### config.mk
export PLATFORM = sky130hd
export DESIGN_NAME = rtc_digital_trim
export DESIGN_NICKNAME = d
export VERILOG_FILES = /design/src/design/rtc_trim_prescaler.v /design/src/design/rtc_digital_trim.v
export VERILOG_INCLUDE_DIRS = /design/src /design/src/common
export SDC_FILE = /design/constraint.sdc
export NUM_CORES = 1
export LEC_CHECK = 0
export BUFFER_PORTS_ARGS = -buffer_cell sky130_fd_sc_hd__buf_2
export CORE_UTILIZATION = 50
export CTS_BUF_LIST = sky130_fd_sc_hd__clkbuf_8
export CTS_CLUSTER_DIAMETER = 30
export DETAILED_ROUTE_END_ITERATION = 7
export GPL_ROUTABILITY_DRIVEN = 0
export PLACE_DENSITY = 0.87
export SETUP_SLACK_MARGIN = 0.05
export SLEW_MARGIN = 30
export SYNTH_ARGS = -nofsm -noshare
export SYNTH_HDL_FRONTEND = slang
export SYNTH_SLANG_ARGS = --single-unit
### constraint.sdc
create_clock -name clk -period 2.15 [get_ports clk]
set_input_delay 0.43 -clock clk [delete_from_list [all_inputs] [get_ports clk]]
set_output_delay 0.43 -clock clk [all_outputs]
set_load 0.005 [all_outputs]
### src/common/rtc_trim_regs.vh
// register indexes, field positions, reset values and counts for the trim block
`ifndef RTC_TRIM_REGS_VH
`define RTC_TRIM_REGS_VH

// word indexes; byte address is four times the index
`define IDX_CONTROL 6'h08
`define IDX_TRIM 6'h09
`define IDX_OSC_CFG 6'h0a
`define IDX_STATUS 6'h0b

// control register fields
`define CTL_GP_OUT 7
`define CTL_SQW_EN 6
`define CTL_EXT_CLK 3
`define CTL_COARSE 2
`define CTL_FREQ_HI 1
`define CTL_FREQ_LO 0
`define CTL_WRITE_MASK 8'hcf
`define CTL_RESET 8'h00

// trim value register
`define TRIM_RESET 8'h00

// oscillator configuration register fields
`define CFG_DIRECTION 0
`define CFG_OSC_START 1
`define CFG_RESET 2'h0

// status register fields
`define STAT_RUNNING 0
`define STAT_SEC_LO 8

// square wave frequency select codes
`define FREQ_1HZ 2'h0
`define FREQ_4K 2'h1
`define FREQ_8K 2'h2
`define FREQ_32K 2'h3

// prescaler bits that give each divided output
`define TAP_1HZ 14
`define TAP_4K 2
`define TAP_8K 1

// prescaler and minute counts
`define PRE_LAST 15'h7fff
`define PRE_ZERO 15'h0000
`define SEC_LAST 6'h3b
`define SEC_ZERO 6'h00
`define STALL_ZERO 9'h000
`define STALL_ONE 9'h001
`define TRIM_ZERO 8'h00

`endif

### src/design/rtc_trim_prescaler.v
// oscillator prescaler with per-minute or per-second digital trim correction
`timescale 1ns/10ps
`default_nettype none
`include "rtc_trim_regs.vh"

module rtc_trim_prescaler (
    input wire clk,
    input wire reset_n,
    input wire oscTick,
    input wire coarseTrimEnable,
    input wire trimDirection,
    input wire [7:0] trimStepCount,
    output wire [14:0] preCount,
    output wire [5:0] secondIndex,
    output reg secondTick
);

reg [14:0] preQ;
reg [8:0] stallQ;
reg [5:0] secQ;
wire boundary;
wire [8:0] trimCycles;

////////////////////////////////////////////////////////////////////////////////
// a correction lands when a minute ends, or every second in coarse mode
assign boundary = coarseTrimEnable | (secQ == `SEC_LAST);
// two oscillator cycles per step
assign trimCycles = {trimStepCount, 1'b0};
assign preCount = preQ;
assign secondIndex = secQ;

////////////////////////////////////////////////////////////////////////////////
// adding cycles skips counts so the second ends early; removing them
// stalls the count, which also stretches the divided square waves
always @(posedge clk or negedge reset_n) begin
    if (!reset_n) begin
        preQ <= `PRE_ZERO;
        stallQ <= `STALL_ZERO;
        secQ <= `SEC_ZERO;
        secondTick <= 1'b0;
    end else begin
        secondTick <= 1'b0;
        if (oscTick) begin
            if (stallQ != `STALL_ZERO) begin
                stallQ <= stallQ - `STALL_ONE;
            end else if (preQ == `PRE_LAST) begin
                secondTick <= 1'b1;
                secQ <= (secQ == `SEC_LAST) ? `SEC_ZERO : secQ + 6'h01;
                // trim value sampled here, at the boundary
                if (boundary && trimStepCount != `TRIM_ZERO) begin
                    if (trimDirection) begin
                        preQ <= {6'h00, trimCycles};
                    end else begin
                        preQ <= `PRE_ZERO;
                        stallQ <= trimCycles;
                    end
                end else begin
                    preQ <= `PRE_ZERO;
                end
            end else begin
                preQ <= preQ + 15'h0001;
            end
        end
    end
end

endmodule // rtc_trim_prescaler

`default_nettype wire

### src/design/rtc_digital_trim.v
// real-time clock digital trim block with avalon register access
// Function
// - trim applied once per minute normally
// - direction bit chooses add or remove
// - each step is two oscillator cycles
// - zero step count disables all trimming
// - coarse mode applies trim every second
// - trimming continues on backup supply
// - trim count register, index 0x09, resets zero
// - divided square waves carry the trim
// - coarse mode outputs trimmed 1 Hz
//
// Design decision made here: the Avalon-MM register port.
`timescale 1ns/10ps
`default_nettype none
`include "rtc_trim_regs.vh"

module rtc_digital_trim (
    input wire clk,
    input wire reset_n,
    input wire [7:0] address,
    input wire read,
    input wire write,
    input wire [3:0] byteenable,
    input wire [31:0] writedata,
    output reg [31:0] readdata,
    output wire waitrequest,
    input wire crystalOscIn,
    input wire externalClockIn,
    input wire onBackupSupply,
    output reg clockOutputPin,
    output reg secondPulse
);

reg [7:0] controlQ;
reg [7:0] trimValueQ;
reg [1:0] oscCfgQ;
reg ackQ;
reg [2:0] syncQ;
reg oscLevelQ;
reg [2:0] backupSyncQ;
reg backupQ;
reg selOut;
wire oscRunning;
wire oscSource;
wire oscTick;
wire levelAgree;
wire regWrite;
wire lowLane;
wire [5:0] wordIndex;
wire wordAligned;
wire [14:0] preCount;
wire [5:0] secondIndex;
wire secondTick;
wire coarseTrimEnable;
wire squareWaveOutputEnable;
wire [1:0] squareWaveFreqSelect;
wire externalClockSelect;
wire oscillatorStart;
wire trimDirection;

////////////////////////////////////////////////////////////////////////////////
// named views of the configuration bits
assign coarseTrimEnable = controlQ[`CTL_COARSE];
assign squareWaveOutputEnable = controlQ[`CTL_SQW_EN];
assign squareWaveFreqSelect = controlQ[`CTL_FREQ_HI:`CTL_FREQ_LO];
assign externalClockSelect = controlQ[`CTL_EXT_CLK];
assign oscillatorStart = oscCfgQ[`CFG_OSC_START];
assign trimDirection = oscCfgQ[`CFG_DIRECTION];
assign oscRunning = oscillatorStart | externalClockSelect;

////////////////////////////////////////////////////////////////////////////////
// source pick happens before the synchroniser so only one path crosses
assign oscSource = externalClockSelect ? externalClockIn : crystalOscIn;

// three-stage synchroniser; the first stage feeds only the second
always @(posedge clk or negedge reset_n) begin
    if (!reset_n) begin
        syncQ <= 3'h0;
        backupSyncQ <= 3'h0;
    end else begin
        syncQ <= {syncQ[1:0], oscSource};
        backupSyncQ <= {backupSyncQ[1:0], onBackupSupply};
    end
end

assign levelAgree = (syncQ[1] == syncQ[2]);

// filtered levels change only once the last two stages agree
always @(posedge clk or negedge reset_n) begin
    if (!reset_n) begin
        oscLevelQ <= 1'b0;
        backupQ <= 1'b0;
    end else begin
        if (levelAgree) begin
            oscLevelQ <= syncQ[2];
        end
        if (backupSyncQ[1] == backupSyncQ[2]) begin
            backupQ <= backupSyncQ[2];
        end
    end
end

// one tick per oscillator rising edge while oscRunning; backup supply does not gate it
assign oscTick = levelAgree & syncQ[2] & ~oscLevelQ & oscRunning;

////////////////////////////////////////////////////////////////////////////////
// trimmed prescaler
rtc_trim_prescaler prescaler (
    .clk(clk),
    .reset_n(reset_n),
    .oscTick(oscTick),
    .coarseTrimEnable(coarseTrimEnable),
    .trimDirection(trimDirection),
    .trimStepCount(trimValueQ),
    .preCount(preCount),
    .secondIndex(secondIndex),
    .secondTick(secondTick)
);

////////////////////////////////////////////////////////////////////////////////
// avalon decode: one wait cycle, then the answer on the next edge
assign wordIndex = address[7:2];
assign wordAligned = (address[1:0] == 2'h0);
assign waitrequest = (read | write) & ~ackQ;
assign regWrite = write & ackQ & wordAligned;
assign lowLane = byteenable[0];

always @(posedge clk or negedge reset_n) begin
    if (!reset_n) begin
        ackQ <= 1'b0;
    end else begin
        // ack drops after each accepted access so back-to-back requests pace
        ackQ <= (read | write) & ~ackQ;
    end
end

////////////////////////////////////////////////////////////////////////////////
// register writes; only the low byte lane carries data
always @(posedge clk or negedge reset_n) begin
    if (!reset_n) begin
        controlQ <= `CTL_RESET;
        trimValueQ <= `TRIM_RESET;
        oscCfgQ <= `CFG_RESET;
    end else if (regWrite && lowLane) begin
        if (wordIndex == `IDX_CONTROL) begin
            controlQ <= writedata[7:0] & `CTL_WRITE_MASK;
        end else if (wordIndex == `IDX_TRIM) begin
            trimValueQ <= writedata[7:0];
        end else if (wordIndex == `IDX_OSC_CFG) begin
            oscCfgQ <= writedata[1:0];
        end
    end
end

////////////////////////////////////////////////////////////////////////////////
// read data; unmapped or unaligned words read as zero
always @(posedge clk or negedge reset_n) begin
    if (!reset_n) begin
        readdata <= 32'h00000000;
    end else if (read && !ackQ) begin
        readdata <= 32'h00000000;
        if (!wordAligned) begin
            readdata <= 32'h00000000;
        end else if (wordIndex == `IDX_CONTROL) begin
            readdata[7:0] <= controlQ;
        end else if (wordIndex == `IDX_TRIM) begin
            readdata[7:0] <= trimValueQ;
        end else if (wordIndex == `IDX_OSC_CFG) begin
            readdata[1:0] <= oscCfgQ;
        end else if (wordIndex == `IDX_STATUS) begin
            readdata[`STAT_RUNNING] <= oscRunning;
            readdata[`STAT_SEC_LO+5:`STAT_SEC_LO] <= secondIndex;
        end
    end
end

////////////////////////////////////////////////////////////////////////////////
// clock output selection; divided taps come from the trimmed prescaler
always @* begin
    if (coarseTrimEnable) begin
        selOut = preCount[`TAP_1HZ];
    end else if (squareWaveFreqSelect == `FREQ_1HZ) begin
        selOut = preCount[`TAP_1HZ];
    end else if (squareWaveFreqSelect == `FREQ_4K) begin
        selOut = preCount[`TAP_4K];
    end else if (squareWaveFreqSelect == `FREQ_8K) begin
        selOut = preCount[`TAP_8K];
    end else begin
        // raw oscillator level: trimming never touches this path
        selOut = oscLevelQ;
    end
end

// pin is registered; square wave and general output die on backup power
always @(posedge clk or negedge reset_n) begin
    if (!reset_n) begin
        clockOutputPin <= 1'b0;
        secondPulse <= 1'b0;
    end else begin
        secondPulse <= secondTick;
        if (backupQ) begin
            clockOutputPin <= 1'b0;
        end else if (squareWaveOutputEnable) begin
            clockOutputPin <= selOut;
        end else begin
            clockOutputPin <= controlQ[`CTL_GP_OUT];
        end
    end
end

endmodule // rtc_digital_trim

`default_nettype wire

# Yosys cells after proc, flatten, opt, wreduce, memory -nomap -nowiden
# Index checks and enable logic that the tools add are counted.
dict set report op_classes {
  add_sub_neg 3
  n_reduce_logical 16
  n_mux 29
  bitwise_logic 14
  eq_ne 11
}
# operator n
set op_table {}
lappend op_table {{9-bit 2-to-1 mux} 6}
lappend op_table {{6-bit 2-to-1 mux} 6}
lappend op_table {{6-bit by 4-bit equality test with 1-bit output, second input constant} 4}
lappend op_table {{15-bit by 1-bit adder with 15-bit output, second input constant} 1}
lappend op_table {{15-bit equality test, second input constant} 1}
lappend op_table {{15-bit 2-to-1 mux} 1}
lappend op_table {{14-bit 2-to-1 mux} 1}
lappend op_table {{1-bit 2-to-1 mux} 13}
lappend op_table {{9-bit nonzero test} 1}
lappend op_table {{9-bit by 1-bit subtractor with 9-bit output, second input constant} 1}
lappend op_table {{8-bit 2-to-1 mux} 1}
lappend op_table {{4-bit AND reduction} 2}
lappend op_table {{8-bit nonzero test} 1}
lappend op_table {{6-bit by 1-bit adder with 6-bit output, second input constant} 1}
lappend op_table {{1-bit AND} 6}
lappend op_table {{6-bit equality test, second input constant} 1}
lappend op_table {{3-bit AND reduction} 2}
lappend op_table {{1-bit inverter} 5}
lappend op_table {{2-bit zero test} 2}
lappend op_table {{2-bit AND reduction} 2}
lappend op_table {{2-bit nonzero test} 2}
lappend op_table {{1-bit logical AND} 3}
lappend op_table {{1-bit OR} 3}
lappend op_table {{1-bit equality test} 2}
lappend op_table {{other kinds (5)} 5}
dict set report word_totals {
  out_inout_bits 35
  inputBits 51
  wordCells 88
  register_bits 72
}

# Depth between registers and ports, before layout
dict set report logic_depth {
  word_depth 7
  mapped_depth 8
  ltp_nobuf 7
}

# Hierarchy
# From an unflattened synthesis, not the netlist that was laid out.
dict set report hier_totals {
  hier_cells 341
  area_unflattened_um2 3663.5
}
# module cells_each seq_area_each_um2 area_per_inst_um2 instances
set modules_own_cells {}
lappend modules_own_cells {rtc_digital_trim 138 1026.0 1848.0 1}
lappend modules_own_cells {rtc_trim_prescaler 203 775.7 1815.5 1}

# Least setup slack after synthesis
# OpenSTA, ideal clock, no wires.
dict set report synth_path {
  path_kind {input to register}
  start {in address[4]}
  end {reg trimValueQ[0]}
  stages 5
  setup_time_ns 0.125
  arrival_ns 1.974
  required_time_ns 2.025
  path_buffers 0
  setup_slack_ns 0.051
  cell_sequence {or4b_4 -> nor3_4 -> nand3b_1 -> nor2_2 -> mux2_2}
}
dict set report synth_via {
  elab_chain_cells 3
  word_cells_on_any_way 4
  cone_classes {eq/ne: 2; bitwise: 1; reduce/logical: 1}
}
# item line
set synth_lines {}
lappend synth_lines {{start, declared} rtc_digital_trim.v:21} ;# input wire [7:0] address,
lappend synth_lines {{6-bit by 4-bit equality test with 1-bit output (no line)} n/a}
lappend synth_lines {{1-bit inverter (no line)} n/a}
lappend synth_lines {{3-bit AND reduction (no line) (*)} n/a}
lappend synth_lines {{end signal, assigned} rtc_digital_trim.v:143} ;# trimValueQ <= `TRIM_RESET;
lappend synth_lines {{end signal, assigned} rtc_digital_trim.v:149} ;# trimValueQ <= writedata[7:0];
lappend synth_lines {{end, declared} rtc_digital_trim.v:36} ;# reg [7:0] trimValueQ;
# Every way passes the cells marked *; elsewhere a longest branch is shown, timed or not.
# A chain may end at the register's enable or synchronous reset.

# Worst setup path in the final report
dict set report layout_path {
  start {reg prescaler.stallQ[1]}
  end {reg prescaler.preQ[14], in the netlist prescaler.preCount[14]}
}
dict set report layout_via {
  elab_chain_cells 3
}
# item line
set layout_lines {}
lappend layout_lines {{start, declared} rtc_trim_prescaler.v:19} ;# reg [8:0] stallQ;
lappend layout_lines {{start signal, assigned} rtc_trim_prescaler.v:38} ;# stallQ <= `STALL_ZERO;
lappend layout_lines {{start signal, assigned} rtc_trim_prescaler.v:45} ;# stallQ <= stallQ - `STALL_ONE;
lappend layout_lines {{start signal, assigned} rtc_trim_prescaler.v:55} ;# stallQ <= trimCycles;
lappend layout_lines {{9-bit nonzero test (no line)} n/a}
lappend layout_lines {{1-bit inverter (no line)} n/a}
lappend layout_lines {{2-bit AND reduction (no line)} n/a}
lappend layout_lines {{end signal, assigned} rtc_trim_prescaler.v:37} ;# preQ <= `PRE_ZERO;
lappend layout_lines {{end signal, assigned} rtc_trim_prescaler.v:52} ;# preQ <= {6'h00, trimCycles};
lappend layout_lines {{end signal, assigned} rtc_trim_prescaler.v:54} ;# preQ <= `PRE_ZERO;
lappend layout_lines {{end, declared} rtc_trim_prescaler.v:18} ;# reg [14:0] preQ;
# No other way between the ends.

==> key figures <==
Yosys
  • Synth cell types: a little under 60
  • Synth async-reset ratio: 1.00
  • Count of mapped cells out of synthesis: between 300 and 400
  • Post-synth top area share: 0.498
  • Number of synthesized flops with an enable pin: 0
  • Netlist area before placement: between 0.003 and 0.004 mm^2
  • Library cell with the largest summed area after synthesis: dfrtp_1
  • Most numerous cell in the Yosys netlist: dfrtp_1
  • Sequential element share of the synthesized area: 0.498
  • Synthesized area per cell: 10.6 um^2
  • Register bit count reported by yosys: 72
  • Synth area leaders: dfrtp_1 (50%), mux2_2 (6.2%), buf_4 (3.7%)
  • Main synth FF type: dfrtp_1
  • Top cell types by occurrence after synthesis: dfrtp_1 (72), nand2_1 (30), o21ai_0 (24)
  • Yosys Warn Count: 0

Global routing
  • Vias in the first global route: about 2900
  • Global-route usage over all layers: 0.239
  • Maximum number of pins on one net before global-route repair: 73
  • Number of antenna violations at the first check in global routing: 0
  • Grt total ovfl: 0
  • Wire length of the first global-routing pass: 13.5 mm

Finish
  • Finished layout cell area: approximately 0.0044 mm^2
  • Share of cells above drive strength 1: 0.315
  • Signed area change from the synthesized netlist to the final layout: 21.2%
  • Inserted Diodes: 0
  • Fin nets: 466
  • Number of fillers in the final layout: approximately 540

Clocking
  • Clk pin slew, worst setup/hold paths: approximately 80 ps
  • Maximum root-to-sink buffer count: 2
  • H-tree depth reported by CTS: 3
  • Clock tree from TritonCTS: yes
  • CTS Root Cell: clkbuf_8
  • Clock sinks: 72
  • TritonCTS buffer count: 9
  • Latest clock arrival within the worst-skew pair: roughly 360 ps

Routing
  • Vias post-DR: 2886
  • Post-detailed-route DRC marker count: 0
  • Final routed wirelength across all metal layers: roughly 8.4 mm
  • Antenna violation net count after detailed routing: 0
  • Routed WL per cell: about 16 um
  • Iteration-0 DRC count of the detailed router: ~240
  • First-pass detailed-route iteration total: 4
  • Average via count per standard cell: 5.64

Critical path
  • Chain of cells forming the critical path: inv_1 > ha_4 > nor4b_4 > buf_4 > nand4_4 > or4_4 > nor3_2 > xor2_1
  • Endpoint kind of the worst setup timing path: flop
  • Type of the worst setup path: flop to flop
  • Maximum fanout count along the critical path: 4
  • Cell with the biggest individual delay on the critical path: or4_4
  • Required time of the critical path: around 2400 ps
  • Max incr delay on CP: ~500 ps
  • Arr. time, crit path: 2290 ps
  • Critical Path Start Type: flop

Power and ir drop
  • Total leakage power: about 2.1 nW
  • Cell area power density: between 600 and 700 mW/mm^2
  • Maximum ir drop on the vdd rail: ~0.00049 V

Timing
  • Unrepaired setup endpoints after global routing: false
  • Achievable clock frequency: just under 500 MHz
  • Slew at the pin closest to its max-slew limit: ~670 ps
  • Final period utilization: 0.940
  • Final Critical Period: 2020 ps
  • Worst clock skew on the final layout: 10.3 ps
  • Number of endpoints with negative hold slack in the final report: 0
  • Worst-case hold slack: roughly 94 ps
  • Slew headroom: 0.545
  • Count of final setup violators: 0
  • Max-slew violation count: 0

Die
  • Number of I/O pins: 86
  • Area of the core: 0.00691 mm^2
  • Die span in x: ~87 um
  • Placement Rows: 30
  • Initial core utilization: 0.524
  • Die Span Y: a little under 90 um
  • Die ar.: 0.00758 mm^2

Placed design
  • Number of buffers added on ports: 40
  • Placed cell area: around 0.0041 mm^2
  • HPWL Detailed: 5.81 mm

Run status
  • Result of the run: complete, no violations

Run
  • Max Cap Violations: 0

Worst hold path
  • Class of the tightest hold or removal check: input pin to async pin
-- stage by stage --
step	total power (W)	TNS, ps	utilization	setup WS (ps)	std cells
2_1_floorplan	0.00150	0	-	51.1	357
3_3_place_gp	0.00156	-464	0.589	-41.9	491
3_5_place_dp	0.00156	-1180	0.589	-83.6	491
4_1_cts	0.00277	0	0.624	76.1	508
5_1_grt	0.00284	0	0.635	50.2	512
6_report	0.00274	0	0.635	130	512
-- power by group --
part	switching [W]	internal (W)	leakage, nW
Combinational	0.0000905	0.0000549	0.957
Sequential	0.0000189	0.00137	0.985
Clock	0.000540	0.000664	0.114
-- routing by layer --
metal  routed length [um]  global-route usage  share of wire
met1                 3380               0.288           0.40
met2                 4170               0.394           0.50
met3                  598              0.0645          0.071
met4                  255               0.118          0.030
met5                    0                   0              0
-- kinds of logic (layout without fill, tap and decap cells) --
family,after synthesis,after routing,share of synthesized area
compound gates,75,75,0.129
xor+xnor,3,3,0.00726
fa+ha+maj,5,5,0.0166
buf+inv,33,92,0.0532
flops,72,72,0.498
mux,28,28,0.0878
other cells,1,18,0.00104
simple gates,123,123,0.207
-- critical path: cells and delay by family, from the launching register on --
family        cells  cell delay [ps]
simple gates      4              940
flops             1              380
buf+inv           2              280
xor+xnor          1              190
fa+ha+maj         1              150
-- what timing repair did --
| item | 4_1_cts | 5_1_grt |
|---|---|---|
| hold buffers | 0 | 0 |
| pin swaps | 1 | 2 |
| buffers inserted | 1 | 4 |
| gates resized for setup | 2 | 10 |
| setup endpoints to repair | 6 | 21 |
| endpoints found under the hold margin | 0 | 0 |
-- sequential cells by signal, summed over array words and instances (netlist names) --
signal                 count
prescaler.preCount        15
oscLevelQ                  1
readdata                  14
secondPulse                1
oscCfgQ                    2
prescaler.stallQ           9
backupSyncQ                3
syncQ                      3
backupQ                    1
ackQ                       1
controlQ                   6
clockOutputPin             1
trimValueQ                 8
prescaler.secondTick       1
prescaler.secondIndex      6
-- cell usage in the layout (no fill, tap or decap), types with 4 or more instances in the layout --
cell type  instances
inv_1              4
nand2b_1           5
buf_2             40
clkinv_4           4
o31ai_1            9
buf_4             28
nor2b_1            5
nor2_1            21
conb_1            18
nand4_1            6
a22o_1             6
o21ai_0           23
nor3_1             5
mux2i_1            7
dfrtp_1           72
mux2_2            20
nand3_1           16
clkbuf_8           9
a21oi_1           19
nand2_1           30
-- area by class of cell --
cell class	instances	area (um^2)	area share
repair buffers	72	482	0.110
multi-input cells	252	1740	0.397
clock buffers	9	124	0.0282
well taps	96	120	0.0274
clock inverters	7	104	0.0237
flip-flops and latches	72	1800	0.411
inverters	4	15.0	0.00342
-- worst paths after layout --
check | from | slack (ps) | to | depth (start not counted)
setup / recovery | prescaler.stallQ[1] | 130 | prescaler.preCount[14] | 8
hold / removal | reset_n | 90 | readdata[0] | 2
setup reg to reg | prescaler.stallQ[1] | 130 | prescaler.preCount[14] | 8
hold reg to reg | prescaler.secondTick | 350 | secondPulse | 0
max in group asynchronous | reset_n | 1780 | readdata[3] | 2
min in group clk | onBackupSupply | 180 | backupSyncQ[0] | 1
Note: power is estimated with default switching activity, not from simulation.
